### src/design/mirp_defs.vh
`ifndef MIRP_DEFS_VH
`define MIRP_DEFS_VH

// Special function register addresses
`define MIRP_SFR_PTR        8'h91
`define MIRP_SFR_DAT_L      8'h92
`define MIRP_SFR_DAT_M      8'h93
`define MIRP_SFR_DAT_H      8'h94
`define MIRP_SFR_VRMS_L     8'hd1
`define MIRP_SFR_VRMS_M     8'hd2
`define MIRP_SFR_VRMS_H     8'hd3
`define MIRP_SFR_IRMS_L     8'hd4
`define MIRP_SFR_IRMS_M     8'hd5
`define MIRP_SFR_IRMS_H     8'hd6
`define MIRP_SFR_IEN_L      8'hd9
`define MIRP_SFR_IEN_M      8'hda
`define MIRP_SFR_IEN_H      8'hdb
`define MIRP_SFR_IST_L      8'hdc
`define MIRP_SFR_IST_M      8'hdd
`define MIRP_SFR_IST_H      8'hde
`define MIRP_SFR_WAV1_L     8'he2
`define MIRP_SFR_WAV1_M     8'he3
`define MIRP_SFR_WAV1_H     8'he4
`define MIRP_SFR_WAV2_L     8'he5
`define MIRP_SFR_WAV2_M     8'he6
`define MIRP_SFR_WAV2_H     8'he7

// Pointer fields
`define MIRP_PTR_DIR_BIT    7
`define MIRP_PTR_ADDR_MSB   6

// Internal register addresses
`define MIRP_IR_ACT         7'h01
`define MIRP_IR_ACT_CLR     7'h02
`define MIRP_IR_ACT_LINE    7'h03
`define MIRP_IR_REA         7'h04
`define MIRP_IR_REA_CLR     7'h05
`define MIRP_IR_REA_LINE    7'h06
`define MIRP_IR_APP         7'h07
`define MIRP_IR_APP_CLR     7'h08
`define MIRP_IR_APP_LINE    7'h09
`define MIRP_IR_PERIOD      7'h0a
`define MIRP_IR_CFG_A       7'h0b
`define MIRP_IR_CFG_B       7'h0c
`define MIRP_IR_WAVSEL      7'h0d
`define MIRP_IR_NOLOAD      7'h0e
`define MIRP_IR_ACCCFG      7'h0f
`define MIRP_IR_PHASE_CALIBRATION       7'h10
`define MIRP_IR_ZERO_CROSS_TIMEOUT      7'h11

// Reset values
`define MIRP_RST_CFG_A      8'h06
`define MIRP_RST_CFG_B      8'h40
`define MIRP_RST_WAVSEL     8'h00
`define MIRP_RST_NOLOAD     8'h00
`define MIRP_RST_ACCCFG     8'h00
`define MIRP_RST_PHASE_CALIBRATION      8'h40
`define MIRP_RST_ZERO_CROSS_TIMEOUT     12'hfff

// Field positions in metering_config_b
`define MIRP_CFGB_APP_IRMS  3
`define MIRP_CFGB_FREQ_SEL  0

// Timing: metering clock is reference divided by five
`define MIRP_REF_KHZ        4096
`define MIRP_METER_DIV      5
`define MIRP_CLK_KHZ        250000
`define MIRP_METER_CYCLES   ((`MIRP_CLK_KHZ * `MIRP_METER_DIV) / `MIRP_REF_KHZ)

`endif

### src/design/mirp_top.v
`include "mirp_defs.vh"

module mirp_top #(
  parameter METER_CYCLES = `MIRP_METER_CYCLES
) (
  input  wire        ref_clk,
  input  wire        nrst,
  input  wire        ce,
  input  wire [7:0]  sfr_addr,
  input  wire [7:0]  sfr_wdata,
  input  wire        sfr_wr,
  input  wire        sfr_rd,
  input  wire [23:0] active_pwr_in,
  input  wire [23:0] reactive_pwr_in,
  input  wire [23:0] apparent_pwr_in,
  input  wire [23:0] irms_in,
  input  wire [23:0] vrms_in,
  input  wire [23:0] wave1_in,
  input  wire [23:0] wave2_in,
  input  wire [15:0] line_period_in,
  input  wire [15:0] line_freq_in,
  input  wire        line_cycle_end,
  input  wire [23:0] irq_event_in,
  output reg  [7:0]  sfr_rdata_ff,
  output reg         xfer_busy_ff,
  output reg         meter_tick_ff,
  output reg  [7:0]  cfg_a_ff,
  output reg  [7:0]  cfg_b_ff,
  output reg  [7:0]  wavsel_ff,
  output reg  [7:0]  noload_ff,
  output reg  [7:0]  acccfg_ff,
  output reg  [7:0]  phase_calibration_ff,
  output reg  [11:0] zero_cross_timeout_ff
);

  // Register byte of a 24-bit word picked by the low address bits
  function [7:0] mirp_byte;
    input [23:0] word;
    input [1:0]  sel;
    begin
      case (sel)
        2'h0:    mirp_byte = word[7:0];
        2'h1:    mirp_byte = word[15:8];
        default: mirp_byte = word[23:16];
      endcase
    end
  endfunction

  // Cut to the counter width on purpose; the default count fits in nine bits
  localparam integer TICK_FULL = METER_CYCLES - 1;
  localparam [8:0]   TICK_MAX  = TICK_FULL[8:0];

  reg  [8:0]  tick_cnt_ff;
  reg  [7:0]  ptr_ff;
  reg  [7:0]  dat_l_ff;
  reg  [7:0]  dat_m_ff;
  reg  [7:0]  dat_h_ff;
  reg  [7:0]  xptr_ff;
  reg  [23:0] xdat_ff;
  reg  [23:0] act_acc_ff;
  reg  [23:0] rea_acc_ff;
  reg  [23:0] app_acc_ff;
  reg  [23:0] act_run_ff;
  reg  [23:0] rea_run_ff;
  reg  [23:0] app_run_ff;
  reg  [23:0] act_line_ff;
  reg  [23:0] rea_line_ff;
  reg  [23:0] app_line_ff;
  reg  [23:0] vrms_lat_ff;
  reg  [23:0] irms_lat_ff;
  reg  [23:0] wav1_lat_ff;
  reg  [23:0] wav2_lat_ff;
  reg  [23:0] ien_ff;
  reg  [23:0] ist_live_ff;
  reg  [23:0] ist_lat_ff;
  reg  [23:0] nxt_rd_word;
  reg  [1:0]  nxt_rd_len;
  reg  [7:0]  nxt_rdata;

  wire        wr_ptr   = ce & sfr_wr & (sfr_addr == `MIRP_SFR_PTR);
  wire        tick     = ce & (tick_cnt_ff == TICK_MAX);
  wire        do_xfer  = tick & xfer_busy_ff;
  wire        xfer_wr  = xptr_ff[`MIRP_PTR_DIR_BIT];
  wire [6:0]  xaddr    = xptr_ff[`MIRP_PTR_ADDR_MSB:0];
  wire        xfer_rd  = do_xfer & ~xfer_wr;
  wire [23:0] app_src  = cfg_b_ff[`MIRP_CFGB_APP_IRMS] ? irms_in : apparent_pwr_in;
  wire [23:0] ist_clr  = (ce & sfr_wr) ? {(sfr_addr == `MIRP_SFR_IST_H) ? sfr_wdata : 8'h00,
                                          (sfr_addr == `MIRP_SFR_IST_M) ? sfr_wdata : 8'h00,
                                          (sfr_addr == `MIRP_SFR_IST_L) ? sfr_wdata : 8'h00} : 24'h000000;
  wire [23:0] wav1_src = wavsel_ff[0] ? irms_in : wave1_in;
  wire [23:0] wav2_src = wavsel_ff[1] ? vrms_in : wave2_in;

  // Metering clock tick: reference divided by five, in processor cycles
  always @(posedge ref_clk or negedge nrst) begin
    if (!nrst) begin
      tick_cnt_ff   <= 9'h000;
      meter_tick_ff <= 1'b0;
    end else if (ce) begin
      tick_cnt_ff   <= (tick_cnt_ff == TICK_MAX) ? 9'h000 : tick_cnt_ff + 9'h001;
      meter_tick_ff <= (tick_cnt_ff == TICK_MAX);
    end
  end

  // Internal register read mux with byte length of each register
  always @* begin
    nxt_rd_word = 24'h000000;
    nxt_rd_len  = 2'h1;
    case (xaddr)
      `MIRP_IR_ACT, `MIRP_IR_ACT_CLR: begin
        nxt_rd_word = act_acc_ff;
        nxt_rd_len  = 2'h3;
      end
      `MIRP_IR_ACT_LINE: begin
        nxt_rd_word = act_line_ff;
        nxt_rd_len  = 2'h3;
      end
      `MIRP_IR_REA, `MIRP_IR_REA_CLR: begin
        nxt_rd_word = rea_acc_ff;
        nxt_rd_len  = 2'h3;
      end
      `MIRP_IR_REA_LINE: begin
        nxt_rd_word = rea_line_ff;
        nxt_rd_len  = 2'h3;
      end
      `MIRP_IR_APP, `MIRP_IR_APP_CLR: begin
        nxt_rd_word = app_acc_ff;
        nxt_rd_len  = 2'h3;
      end
      `MIRP_IR_APP_LINE: begin
        nxt_rd_word = app_line_ff;
        nxt_rd_len  = 2'h3;
      end
      `MIRP_IR_PERIOD: begin
        nxt_rd_word = {8'h00, cfg_b_ff[`MIRP_CFGB_FREQ_SEL] ? line_freq_in : line_period_in};
        nxt_rd_len  = 2'h2;
      end
      `MIRP_IR_CFG_A:  nxt_rd_word = {16'h0000, cfg_a_ff};
      `MIRP_IR_CFG_B:  nxt_rd_word = {16'h0000, cfg_b_ff};
      `MIRP_IR_WAVSEL: nxt_rd_word = {16'h0000, wavsel_ff};
      `MIRP_IR_NOLOAD: nxt_rd_word = {16'h0000, noload_ff};
      `MIRP_IR_ACCCFG: nxt_rd_word = {16'h0000, acccfg_ff};
      `MIRP_IR_PHASE_CALIBRATION:  nxt_rd_word = {16'h0000, phase_calibration_ff};
      `MIRP_IR_ZERO_CROSS_TIMEOUT: begin
        nxt_rd_word = {12'h000, zero_cross_timeout_ff};
        nxt_rd_len  = 2'h2;
      end
      default:         nxt_rd_word = 24'h000000;
    endcase
  end

  // Pointer write snapshots pointer and data so later byte writes cannot disturb it
  always @(posedge ref_clk or negedge nrst) begin
    if (!nrst) begin
      ptr_ff       <= 8'h00;
      xptr_ff      <= 8'h00;
      xdat_ff      <= 24'h000000;
      xfer_busy_ff <= 1'b0;
    end else if (ce) begin
      if (wr_ptr) begin
        ptr_ff       <= sfr_wdata;
        xptr_ff      <= sfr_wdata;
        xdat_ff      <= {dat_h_ff, dat_m_ff, dat_l_ff};
        xfer_busy_ff <= 1'b1;
      end else if (do_xfer) begin
        xfer_busy_ff <= 1'b0;
      end
    end
  end

  // Data bytes: written by software, overwritten by a completed read transfer
  always @(posedge ref_clk or negedge nrst) begin
    if (!nrst) begin
      dat_l_ff <= 8'h00;
      dat_m_ff <= 8'h00;
      dat_h_ff <= 8'h00;
    end else if (ce) begin
      if (xfer_rd) begin
        dat_l_ff <= nxt_rd_word[7:0];
        dat_m_ff <= (nxt_rd_len == 2'h1) ? 8'h00 : nxt_rd_word[15:8];
        dat_h_ff <= (nxt_rd_len == 2'h3) ? nxt_rd_word[23:16] : 8'h00;
      end else if (sfr_wr) begin
        if (sfr_addr == `MIRP_SFR_DAT_L)
          dat_l_ff <= sfr_wdata;
        if (sfr_addr == `MIRP_SFR_DAT_M)
          dat_m_ff <= sfr_wdata;
        if (sfr_addr == `MIRP_SFR_DAT_H)
          dat_h_ff <= sfr_wdata;
      end
    end
  end

  // Configuration registers, written only at a metering tick
  always @(posedge ref_clk or negedge nrst) begin
    if (!nrst) begin
      cfg_a_ff  <= `MIRP_RST_CFG_A;
      cfg_b_ff  <= `MIRP_RST_CFG_B;
      wavsel_ff <= `MIRP_RST_WAVSEL;
      noload_ff <= `MIRP_RST_NOLOAD;
      acccfg_ff <= `MIRP_RST_ACCCFG;
      phase_calibration_ff  <= `MIRP_RST_PHASE_CALIBRATION;
      zero_cross_timeout_ff <= `MIRP_RST_ZERO_CROSS_TIMEOUT;
    end else if (do_xfer && xfer_wr) begin
      // One-byte targets take only the low data byte
      case (xaddr)
        `MIRP_IR_CFG_A:  cfg_a_ff  <= xdat_ff[7:0];
        `MIRP_IR_CFG_B:  cfg_b_ff  <= xdat_ff[7:0];
        `MIRP_IR_WAVSEL: wavsel_ff <= xdat_ff[7:0];
        `MIRP_IR_NOLOAD: noload_ff <= xdat_ff[7:0];
        `MIRP_IR_ACCCFG: acccfg_ff <= xdat_ff[7:0];
        `MIRP_IR_PHASE_CALIBRATION:  phase_calibration_ff  <= xdat_ff[7:0];
        `MIRP_IR_ZERO_CROSS_TIMEOUT: zero_cross_timeout_ff <= xdat_ff[11:0];
        default:         zero_cross_timeout_ff <= zero_cross_timeout_ff;
      endcase
    end
  end

  // Energy accumulators advance on each metering tick; clearing read restarts them
  always @(posedge ref_clk or negedge nrst) begin
    if (!nrst) begin
      act_acc_ff  <= 24'h000000;
      rea_acc_ff  <= 24'h000000;
      app_acc_ff  <= 24'h000000;
      act_run_ff  <= 24'h000000;
      rea_run_ff  <= 24'h000000;
      app_run_ff  <= 24'h000000;
      act_line_ff <= 24'h000000;
      rea_line_ff <= 24'h000000;
      app_line_ff <= 24'h000000;
    end else if (tick) begin
      // A clearing read drops this tick's sample; the value read is what the reader saw
      act_acc_ff <= (xfer_rd && xaddr == `MIRP_IR_ACT_CLR) ? 24'h000000 : act_acc_ff + active_pwr_in;
      rea_acc_ff <= (xfer_rd && xaddr == `MIRP_IR_REA_CLR) ? 24'h000000 : rea_acc_ff + reactive_pwr_in;
      app_acc_ff <= (xfer_rd && xaddr == `MIRP_IR_APP_CLR) ? 24'h000000 : app_acc_ff + app_src;
      // Line-synchronous copies take the sum over a finished line period
      if (line_cycle_end) begin
        act_line_ff <= act_run_ff + active_pwr_in;
        rea_line_ff <= rea_run_ff + reactive_pwr_in;
        app_line_ff <= app_run_ff + app_src;
        act_run_ff  <= 24'h000000;
        rea_run_ff  <= 24'h000000;
        app_run_ff  <= 24'h000000;
      end else begin
        act_run_ff  <= act_run_ff + active_pwr_in;
        rea_run_ff  <= rea_run_ff + reactive_pwr_in;
        app_run_ff  <= app_run_ff + app_src;
      end
    end
  end

  // Three-byte direct values latch whole on a high-byte read
  always @(posedge ref_clk or negedge nrst) begin
    if (!nrst) begin
      vrms_lat_ff <= 24'h000000;
      irms_lat_ff <= 24'h000000;
      wav1_lat_ff <= 24'h000000;
      wav2_lat_ff <= 24'h000000;
    end else if (ce && sfr_rd) begin
      if (sfr_addr == `MIRP_SFR_VRMS_H)
        vrms_lat_ff <= vrms_in;
      if (sfr_addr == `MIRP_SFR_IRMS_H)
        irms_lat_ff <= irms_in;
      if (sfr_addr == `MIRP_SFR_WAV1_H)
        wav1_lat_ff <= wav1_src;
      if (sfr_addr == `MIRP_SFR_WAV2_H)
        wav2_lat_ff <= wav2_src;
    end
  end

  // Interrupt enable and status; a new event wins over a clear in the same cycle
  always @(posedge ref_clk or negedge nrst) begin
    if (!nrst) begin
      ien_ff      <= 24'h000000;
      ist_live_ff <= 24'h000000;
      ist_lat_ff  <= 24'h000000;
    end else if (ce) begin
      ist_live_ff <= (ist_live_ff & ~ist_clr) | irq_event_in;
      if (sfr_wr && sfr_addr == `MIRP_SFR_IEN_L)
        ien_ff[7:0] <= sfr_wdata;
      if (sfr_wr && sfr_addr == `MIRP_SFR_IEN_M)
        ien_ff[15:8] <= sfr_wdata;
      if (sfr_wr && sfr_addr == `MIRP_SFR_IEN_H)
        ien_ff[23:16] <= sfr_wdata;
      if (sfr_rd && sfr_addr == `MIRP_SFR_IST_L)
        ist_lat_ff[7:0] <= ist_live_ff[7:0];
      if (sfr_rd && sfr_addr == `MIRP_SFR_IST_M)
        ist_lat_ff[15:8] <= ist_live_ff[15:8];
      if (sfr_rd && sfr_addr == `MIRP_SFR_IST_H)
        ist_lat_ff[23:16] <= ist_live_ff[23:16];
    end
  end

  // Read data mux; high bytes return the value being latched in the same cycle
  always @* begin
    case (sfr_addr)
      `MIRP_SFR_PTR:    nxt_rdata = ptr_ff;
      `MIRP_SFR_DAT_L:  nxt_rdata = dat_l_ff;
      `MIRP_SFR_DAT_M:  nxt_rdata = dat_m_ff;
      `MIRP_SFR_DAT_H:  nxt_rdata = dat_h_ff;
      `MIRP_SFR_VRMS_L, `MIRP_SFR_VRMS_M: nxt_rdata = mirp_byte(vrms_lat_ff, sfr_addr[1:0] - 2'h1);
      `MIRP_SFR_VRMS_H: nxt_rdata = vrms_in[23:16];
      `MIRP_SFR_IRMS_L: nxt_rdata = irms_lat_ff[7:0];
      `MIRP_SFR_IRMS_M: nxt_rdata = irms_lat_ff[15:8];
      `MIRP_SFR_IRMS_H: nxt_rdata = irms_in[23:16];
      `MIRP_SFR_IEN_L, `MIRP_SFR_IEN_M, `MIRP_SFR_IEN_H:
                        nxt_rdata = mirp_byte(ien_ff, sfr_addr[1:0] - 2'h1);
      `MIRP_SFR_IST_L:  nxt_rdata = ist_live_ff[7:0];
      `MIRP_SFR_IST_M:  nxt_rdata = ist_live_ff[15:8];
      `MIRP_SFR_IST_H:  nxt_rdata = ist_live_ff[23:16];
      `MIRP_SFR_WAV1_L: nxt_rdata = wav1_lat_ff[7:0];
      `MIRP_SFR_WAV1_M: nxt_rdata = wav1_lat_ff[15:8];
      `MIRP_SFR_WAV1_H: nxt_rdata = wav1_src[23:16];
      `MIRP_SFR_WAV2_L: nxt_rdata = wav2_lat_ff[7:0];
      `MIRP_SFR_WAV2_M: nxt_rdata = wav2_lat_ff[15:8];
      `MIRP_SFR_WAV2_H: nxt_rdata = wav2_src[23:16];
      default:          nxt_rdata = 8'h00;
    endcase
  end

  // Registered read data; holds until the next read
  always @(posedge ref_clk or negedge nrst) begin
    if (!nrst)
      sfr_rdata_ff <= 8'h00;
    else if (ce && sfr_rd)
      sfr_rdata_ff <= nxt_rdata;
  end

endmodule // mirp_top

### config.mk
export PLATFORM = sky130hd
export DESIGN_NAME = mirp_top
export DESIGN_NICKNAME = d
export VERILOG_FILES = /design/src/design/mirp_top.v
export VERILOG_INCLUDE_DIRS = /design/src /design/src/design
export SDC_FILE = /design/constraint.sdc
export NUM_CORES = 1
export LEC_CHECK = 0
export BUFFER_PORTS_ARGS = -buffer_cell sky130_fd_sc_hd__buf_4
export CAP_MARGIN = 20
export CORE_ASPECT_RATIO = 0.9
export CORE_MARGIN = 2
export CORE_UTILIZATION = 54
export DETAILED_ROUTE_END_ITERATION = 10
export GPL_TIMING_DRIVEN = 0
export PLACE_DENSITY = 0.75
export SETUP_SLACK_MARGIN = 0.05
export SYNTH_ARGS = -nofsm -noshare
export SYNTH_HDL_FRONTEND = slang
export SYNTH_SLANG_ARGS = --single-unit
export TNS_END_PERCENT = 1
### constraint.sdc
create_clock -name ref_clk -period 4.4 [get_ports ref_clk]
set_input_delay 1.32 -clock ref_clk [delete_from_list [all_inputs] [get_ports ref_clk]]
set_output_delay 1.32 -clock ref_clk [all_outputs]
set_load 0.01 [all_outputs]
Yosys cells after proc, flatten, opt, wreduce, memory -nomap -nowiden
Index checks and enable logic that the tools add are counted.

Register bits: 459.

$add $sub $neg: 8. Eq/ne operators: 43. Mux-type cells: 33. Bitwise gates (word level): 9. Reductions and logical operators: 41.

Operators by type and width (count): one-hot mux 24 bit (14 select lines) (1); two-way mux 24 bit (10); equality test 8 bit, second input constant (22); one-hot mux 8 bit (19 select lines) (1); adder 24 bit (6); two-way mux 8 bit (14); equality test 7 x 4 -> 1 bit, second input constant (8); AND reduction 2 bit (17); one-hot mux 8 bit (2 select lines) (2); equality test 7 x 3 -> 1 bit, second input constant (4); bitwise AND 24 bit (1); inverter 24 bit (1); bitwise OR 24 bit (1); two-way mux 16 bit (1); equality test 7 x 2 -> 1 bit, second input constant (2); equality test 7 x 5 -> 1 bit, second input constant (2); nonzero test 2 bit (5); OR reduction 2 bit (5); adder 9 x 1 -> 9 bit, second input constant (1); equality test 9 bit, second input constant (1); two-way mux 9 bit (1); AND reduction 3 bit (3); OR reduction 9 bit (1); logical AND 1 bit (8); other kinds (10) (16).

Depth between registers and ports, before layout
Word-level depth: 6. Mapped depth: 13. Gate-level depth less buffers: 12.

Worst setup path before layout
OpenSTA, ideal clock, no wires.

Kind: input -> register. Start: input port irms_in[1]. End: register app_run_ff[23]. Setup time: 0.116 ns. Arrival: 3.618 ns. Required time: 4.284 ns. Path slack: 0.667 ns. Cell stages on the path: 11. Path through: mux2i_1 inv_1 ha_1 a211oi_1 o211a_1 nor3_1 o31a_1 o21ai_1 a21oi_1 or4_1 o311ai_0.

Word-level cells in the longest chain between the ends: 3.

RTL lines: start: declaration (RTL line mirp_top.v:16) `input wire [23:0] irms_in,`; two-way mux 24 bit (RTL line mirp_top.v:86) `` wire [23:0] app_src = cfg_b_ff[`MIRP_CFGB_APP_IRMS] ? irms_in : apparent_pwr_in; ``; adder 24 bit (RTL line mirp_top.v:245) `app_run_ff <= app_run_ff + app_src;`; two-way mux 24 bit (RTL line mirp_top.v:235) `if (line_cycle_end) begin`; end signal: assignment (RTL line mirp_top.v:245); end: declaration (RTL line mirp_top.v:65) `reg [23:0] app_run_ff;`.

No other way between the ends. A chain may end at the register's enable or synchronous reset.

Final worst setup path
Start: register cfg_b_ff[3]. End: register app_acc_ff[20].

Word-level cells in the longest chain between the ends: 3.

RTL lines: start: declaration (RTL line mirp_top.v:28) `output reg [7:0] cfg_b_ff,`; start signal: assignment (RTL line mirp_top.v:196) `` cfg_b_ff <= `MIRP_RST_CFG_B; ``; start signal: assignment (RTL line mirp_top.v:206) `` `MIRP_IR_CFG_B: cfg_b_ff <= xdat_ff[7:0]; ``; two-way mux 24 bit (RTL line mirp_top.v:86); adder 24 bit (RTL line mirp_top.v:233) `` app_acc_ff <= (xfer_rd && xaddr == `MIRP_IR_APP_CLR) ? 24'h000000 : app_acc_ff + app_src; ``; two-way mux 24 bit (RTL line mirp_top.v:233); end signal: assignment (RTL line mirp_top.v:233); end: declaration (RTL line mirp_top.v:62) `reg [23:0] app_acc_ff;`.

No other way between the ends.

==> Implementation_results.wiki <==
{| class="wikitable"
! Metric !! Value
|-
| Result of the run || finished clean
|-
| DRC viols || 0
|-
| Asr flop ratio synth || 100%
|-
| Final routed wire length divided by cell count || roughly 27 um
|-
| Commonest register cell after synthesis || sky130_fd_sc_hd__dfrtp_1
|-
| GRT Overall Usage || 38.0%
|-
| Largest vdd supply drop || around 0.28 mV
|-
| Cell types with the highest counts after synthesis || sky130_fd_sc_hd__dfrtp_1 (443), sky130_fd_sc_hd__nand2_1 (256), sky130_fd_sc_hd__mux2_2 (230)
|-
| Synth unique cells || 97
|-
| Cell area power density || between 200 and 300 mW/mm^2
|-
| Post-Route Skew || a little under 0.02 ns
|-
| Die boundary width || between 200 and 250 um
|-
| Storage cell area || approximately 0.012 mm^2
|-
| Sort of element at the end of the critical path || flop
|-
| Syn. warnings || 0
|-
| Origin of the critical flop-to-flop path || cfg_b_ff[3]
|-
| Placed cells || approximately 3.7k
|-
| Ant diodes || 0
|-
| Post-synthesis instance area || 0.0277 mm^2
|-
| Worst slack on hold paths || 0.483 ns
|-
| Count of endpoints failing hold in the final timing report || 0
|-
| Detailed route wirelength on metal3 || between 9000 and 10000 um
|-
| Clock transition at the register clock pins on the worst setup and hold paths after CTS || 0.07 ns
|-
| Setup slack on the worst flop-to-flop path || roughly 0.27 ns
|-
| Drt initial violations || 2926
|-
| Most frequent cell after synthesis || sky130_fd_sc_hd__dfrtp_1
|-
| Hold Path Depth || 2
|-
| Multi-input gate area in the final layout || roughly 0.015 mm^2
|-
| Reg2reg path depth || 11
|-
| Min-Delay Endpoint || sfr_rdata_ff[6]
|-
| Gates resized, CTS repair || 3
|-
| Number of maximum-capacitance constraint violations || 0
|-
| Net total in the final layout || about 3.5k
|-
| Die area || about 0.053 mm^2
|-
| Critical path, cell by cell || clkbuf_2 > buf_1 > mux2_2 > ha_1 > a2111o_1 > or3_1 > a31oi_1 > nor2_1 > a311oi_1 > xor2_1 > o21ai_0
|-
| Pin count of the biggest net entering global routing || ~130
|-
| CTS buffer count || 48
|-
| Nets in the synthesized netlist || slightly above 3k
|-
| Setup repair after global routing missed its margin || no
|-
| Clk root buf || sky130_fd_sc_hd__clkbuf_16
|-
| Dominant cell type by area after synthesis || sky130_fd_sc_hd__dfrtp_1
|-
| Synthesized area per cell || 10.2 um^2
|-
| Latest clock arrival within the worst-skew pair || ~0.62 ns
|-
| Buffers inserted during post-CTS setup optimization || 0
|-
| Number of cell rows || slightly below 80
|-
| Path type of the worst min-delay path || flop to flop
|-
| H-tree lvl count || 2
|-
| Startpoint types || flop
|-
| Data required time of the critical path || a little under 5 ns
|-
| Remaining number of nets flagged by the antenna check after routing || 0
|-
| Number of fill cells || ~4.2k
|-
| Number of sinks driven by the clock tree || 459
|-
| Initial Util || between 50 and 60%
|-
| Port Buf Inserts || 310
|-
| # IOs || ~320
|-
| Number of antenna violations at the first check in global routing || 3
|-
| Uppermost routed layer || met4
|-
| Count of pins over their slew limit || 0
|-
| Final HPWL DP || approximately 80000 um
|-
| Top cells by area, synth || sky130_fd_sc_hd__dfrtp_1 (40%), sky130_fd_sc_hd__mux2_2 (9.4%), sky130_fd_sc_hd__ha_1 (6.5%), sky130_fd_sc_hd__a22o_1 (3.7%), sky130_fd_sc_hd__nand2_1 (3.5%)
|-
| Average via count per standard cell || around 6.6
|-
| Minimum period implied by the final worst setup slack || 4.13 ns
|-
| Layout cell share with drive strength beyond 1 || between 20% and 30%
|-
| Vias in the first global route || about 25k
|-
| Max transition margin || roughly 18%
|-
| Met2 routed WL || 46800 um
|-
| Die Height || roughly 220 um
|-
| Routed wire length || 103000 um
|-
| Final Instance Count excl. Fillers || approximately 3.8k
|-
| Total overflow reported by the global router || 0
|-
| Biggest cell delay along the critical path || about 0.46 ns
|-
| Sequential fraction of the synthesis area || between 40% and 50%
|-
| Worst hold path startpoint || sfr_rdata_ff[6]
|-
| Clock tree from TritonCTS || yes
|-
| Via total after detailed routing || between 20k and 30k
|-
| Area share of the largest cell type after synthesis || 40.0%
|-
| Max Fanout on Critical Path || 10
|-
| Slew of the pin with the lowest slew margin || between 1 and 1.5 ns
|-
| DRT met1 WL || about 42000 um
|-
| Count of TritonRoute iterations in the first routing pass || 9
|-
| Post-Place Setup Slack || -0.424 ns
|-
| Final core utilization || 64.6%
|-
| Wire length of the first global-routing pass || around 150000 um
|-
| Cell with the largest stage delay on the worst path || sky130_fd_sc_hd__buf_1
|-
| End of the worst register-to-register path || app_acc_ff[20]
|-
| Maximum number of buffers from clock root to sink || 3
|-
| Weighted congestion at the end of routability-driven global placement || 0.993
|-
| Final worst-path setup slack || 0.270 ns
|-
| Total of hold buffers inserted after clock tree synthesis || 0
|-
| Area growth from synthesis to final layout || 18.0%
|-
| Mapped Cells || 2713
|-
| Ratio of final minimum period to clock period || between 90% and 100%
|-
| Data arrival at the endpoint of the critical path || 4.59 ns
|-
| Leakage power of the design || ~16 nW
|-
| Post-synthesis register bit count || approximately 460
|-
| Crit Path Class || flop to flop
|-
| Maximum clock frequency || 0.242 GHz
|-
| Floorplan Core Area || 0.0506 mm^2
|-
| Count of flip-flops with a built-in enable after synthesis || 0
|-
| Setup violators final || 0
|}
## metal layers
layer	track usage (%)	up-vias
met5	0	-
met4	18.2	0
met3	6.46	283
met2	60.3	1364
met1	51.0	12594
li1	-	10987
## final cells by class
| cell class | count | share of cell area [%] |
|---|---|---|
| Clock inverter | 28 | 0.938 |
| Multi-Input combinational cell | 2074 | 47.4 |
| Tap cell | 680 | 2.60 |
| Inverter | 48 | 0.551 |
| Buffer | 132 | 1.65 |
| Sequential cell | 459 | 35.2 |
| Clock buffer | 61 | 4.07 |
| Timing Repair Buffer | 319 | 7.58 |
## worst max-delay path by stage
stage / start / endpoint / slack (ns)
after global routing: cfg_b_ff[3] / app_acc_ff[21] / 0.09
final: cfg_b_ff[3] / app_acc_ff[20] / 0.27
after floorplan: irms_in[1] / app_run_ff[23] / 0.67
after detailed placement: cfg_b_ff[3] / app_run_ff[23] / -0.42
after CTS: cfg_b_ff[3] / app_run_ff[23] / 0.16
after global placement: nrst / app_run_ff[20] / -2.70
## layout by cell type (no fill, tap or decap), drive strengths merged, types with 61 or more instances in the layout
cell type / Yosys / final
mux2i: 62 / 62
mux2: 231 / 231
nand3: 61 / 61
nor2: 134 / 134
nand2: 257 / 257
clkbuf: 97 / 162
ha: 144 / 144
buf: 35 / 350
dfrtp: 443 / 443
xnor2: 68 / 68
a22oi: 101 / 101
a21o: 70 / 70
a22o: 116 / 116
o21ai: 164 / 164
a21oi: 137 / 137
## power breakdown
group	switching [mW]	internal [mW]	leakage, nW	total [mW]
Combinational	0.532	0.361	8.69	0.893
Clock	1.92	2.41	0.796	4.33
Sequential	0.0688	4.28	6.17	4.35
Total	2.52	7.05	15.7	9.58
## flip-flops by register name, summed over array words and instances (netlist names), 9 cells and up
register               count
ist_live_ff               24
app_line_ff               24
rea_run_ff                24
vrms_lat_ff               24
rea_acc_ff                24
tick_cnt_ff                9
app_acc_ff                24
wav1_lat_ff               16
zero_cross_timeout_ff     12
wav2_lat_ff               16
rea_line_ff               24
irms_lat_ff               16
act_run_ff                24
ien_ff                    24
xdat_ff                   12
act_acc_ff                24
act_line_ff               24
app_run_ff                24
## worst max-delay path: cells and delay by family, from the launching register on
kind                     cells  cell delay [ns]
AO/OA/AOI/OAI                4             1.23
buffers and inverters        2             0.77
flip-flops                   1             0.44
AND/OR/NAND/NOR              2             0.56
multiplexers                 1             0.44
adder cells (fa/ha/maj)      1             0.34
XOR/XNOR                     1             0.18
## cells by family after synthesis
group,count (synthesis),synth area share [%]
AOI/OAI and AO/OA,841,21.4
xor gates and xnor gates,123,3.89
adders and majority gates,150,6.94
buffers and inverters,180,2.58
DFF,459,41.6
muxes,293,11.6
and+or+nand+nor,667,12.0
## through the flow
| stage | TNS, ns | power, mW | cell area (um^2) |
|---|---|---|---|
| finish | 0 | 9.58 | 32700 |
| global route | 0 | 9.83 | 32700 |
| CTS | 0 | 9.57 | 32600 |
| detailed placement | -4.40 | 5.30 | 31000 |
| global placement | -1186.25 | 5.26 | 30900 |
| floorplan | 0 | 4.81 | 27700 |
(Power assumes the default switching activity.)
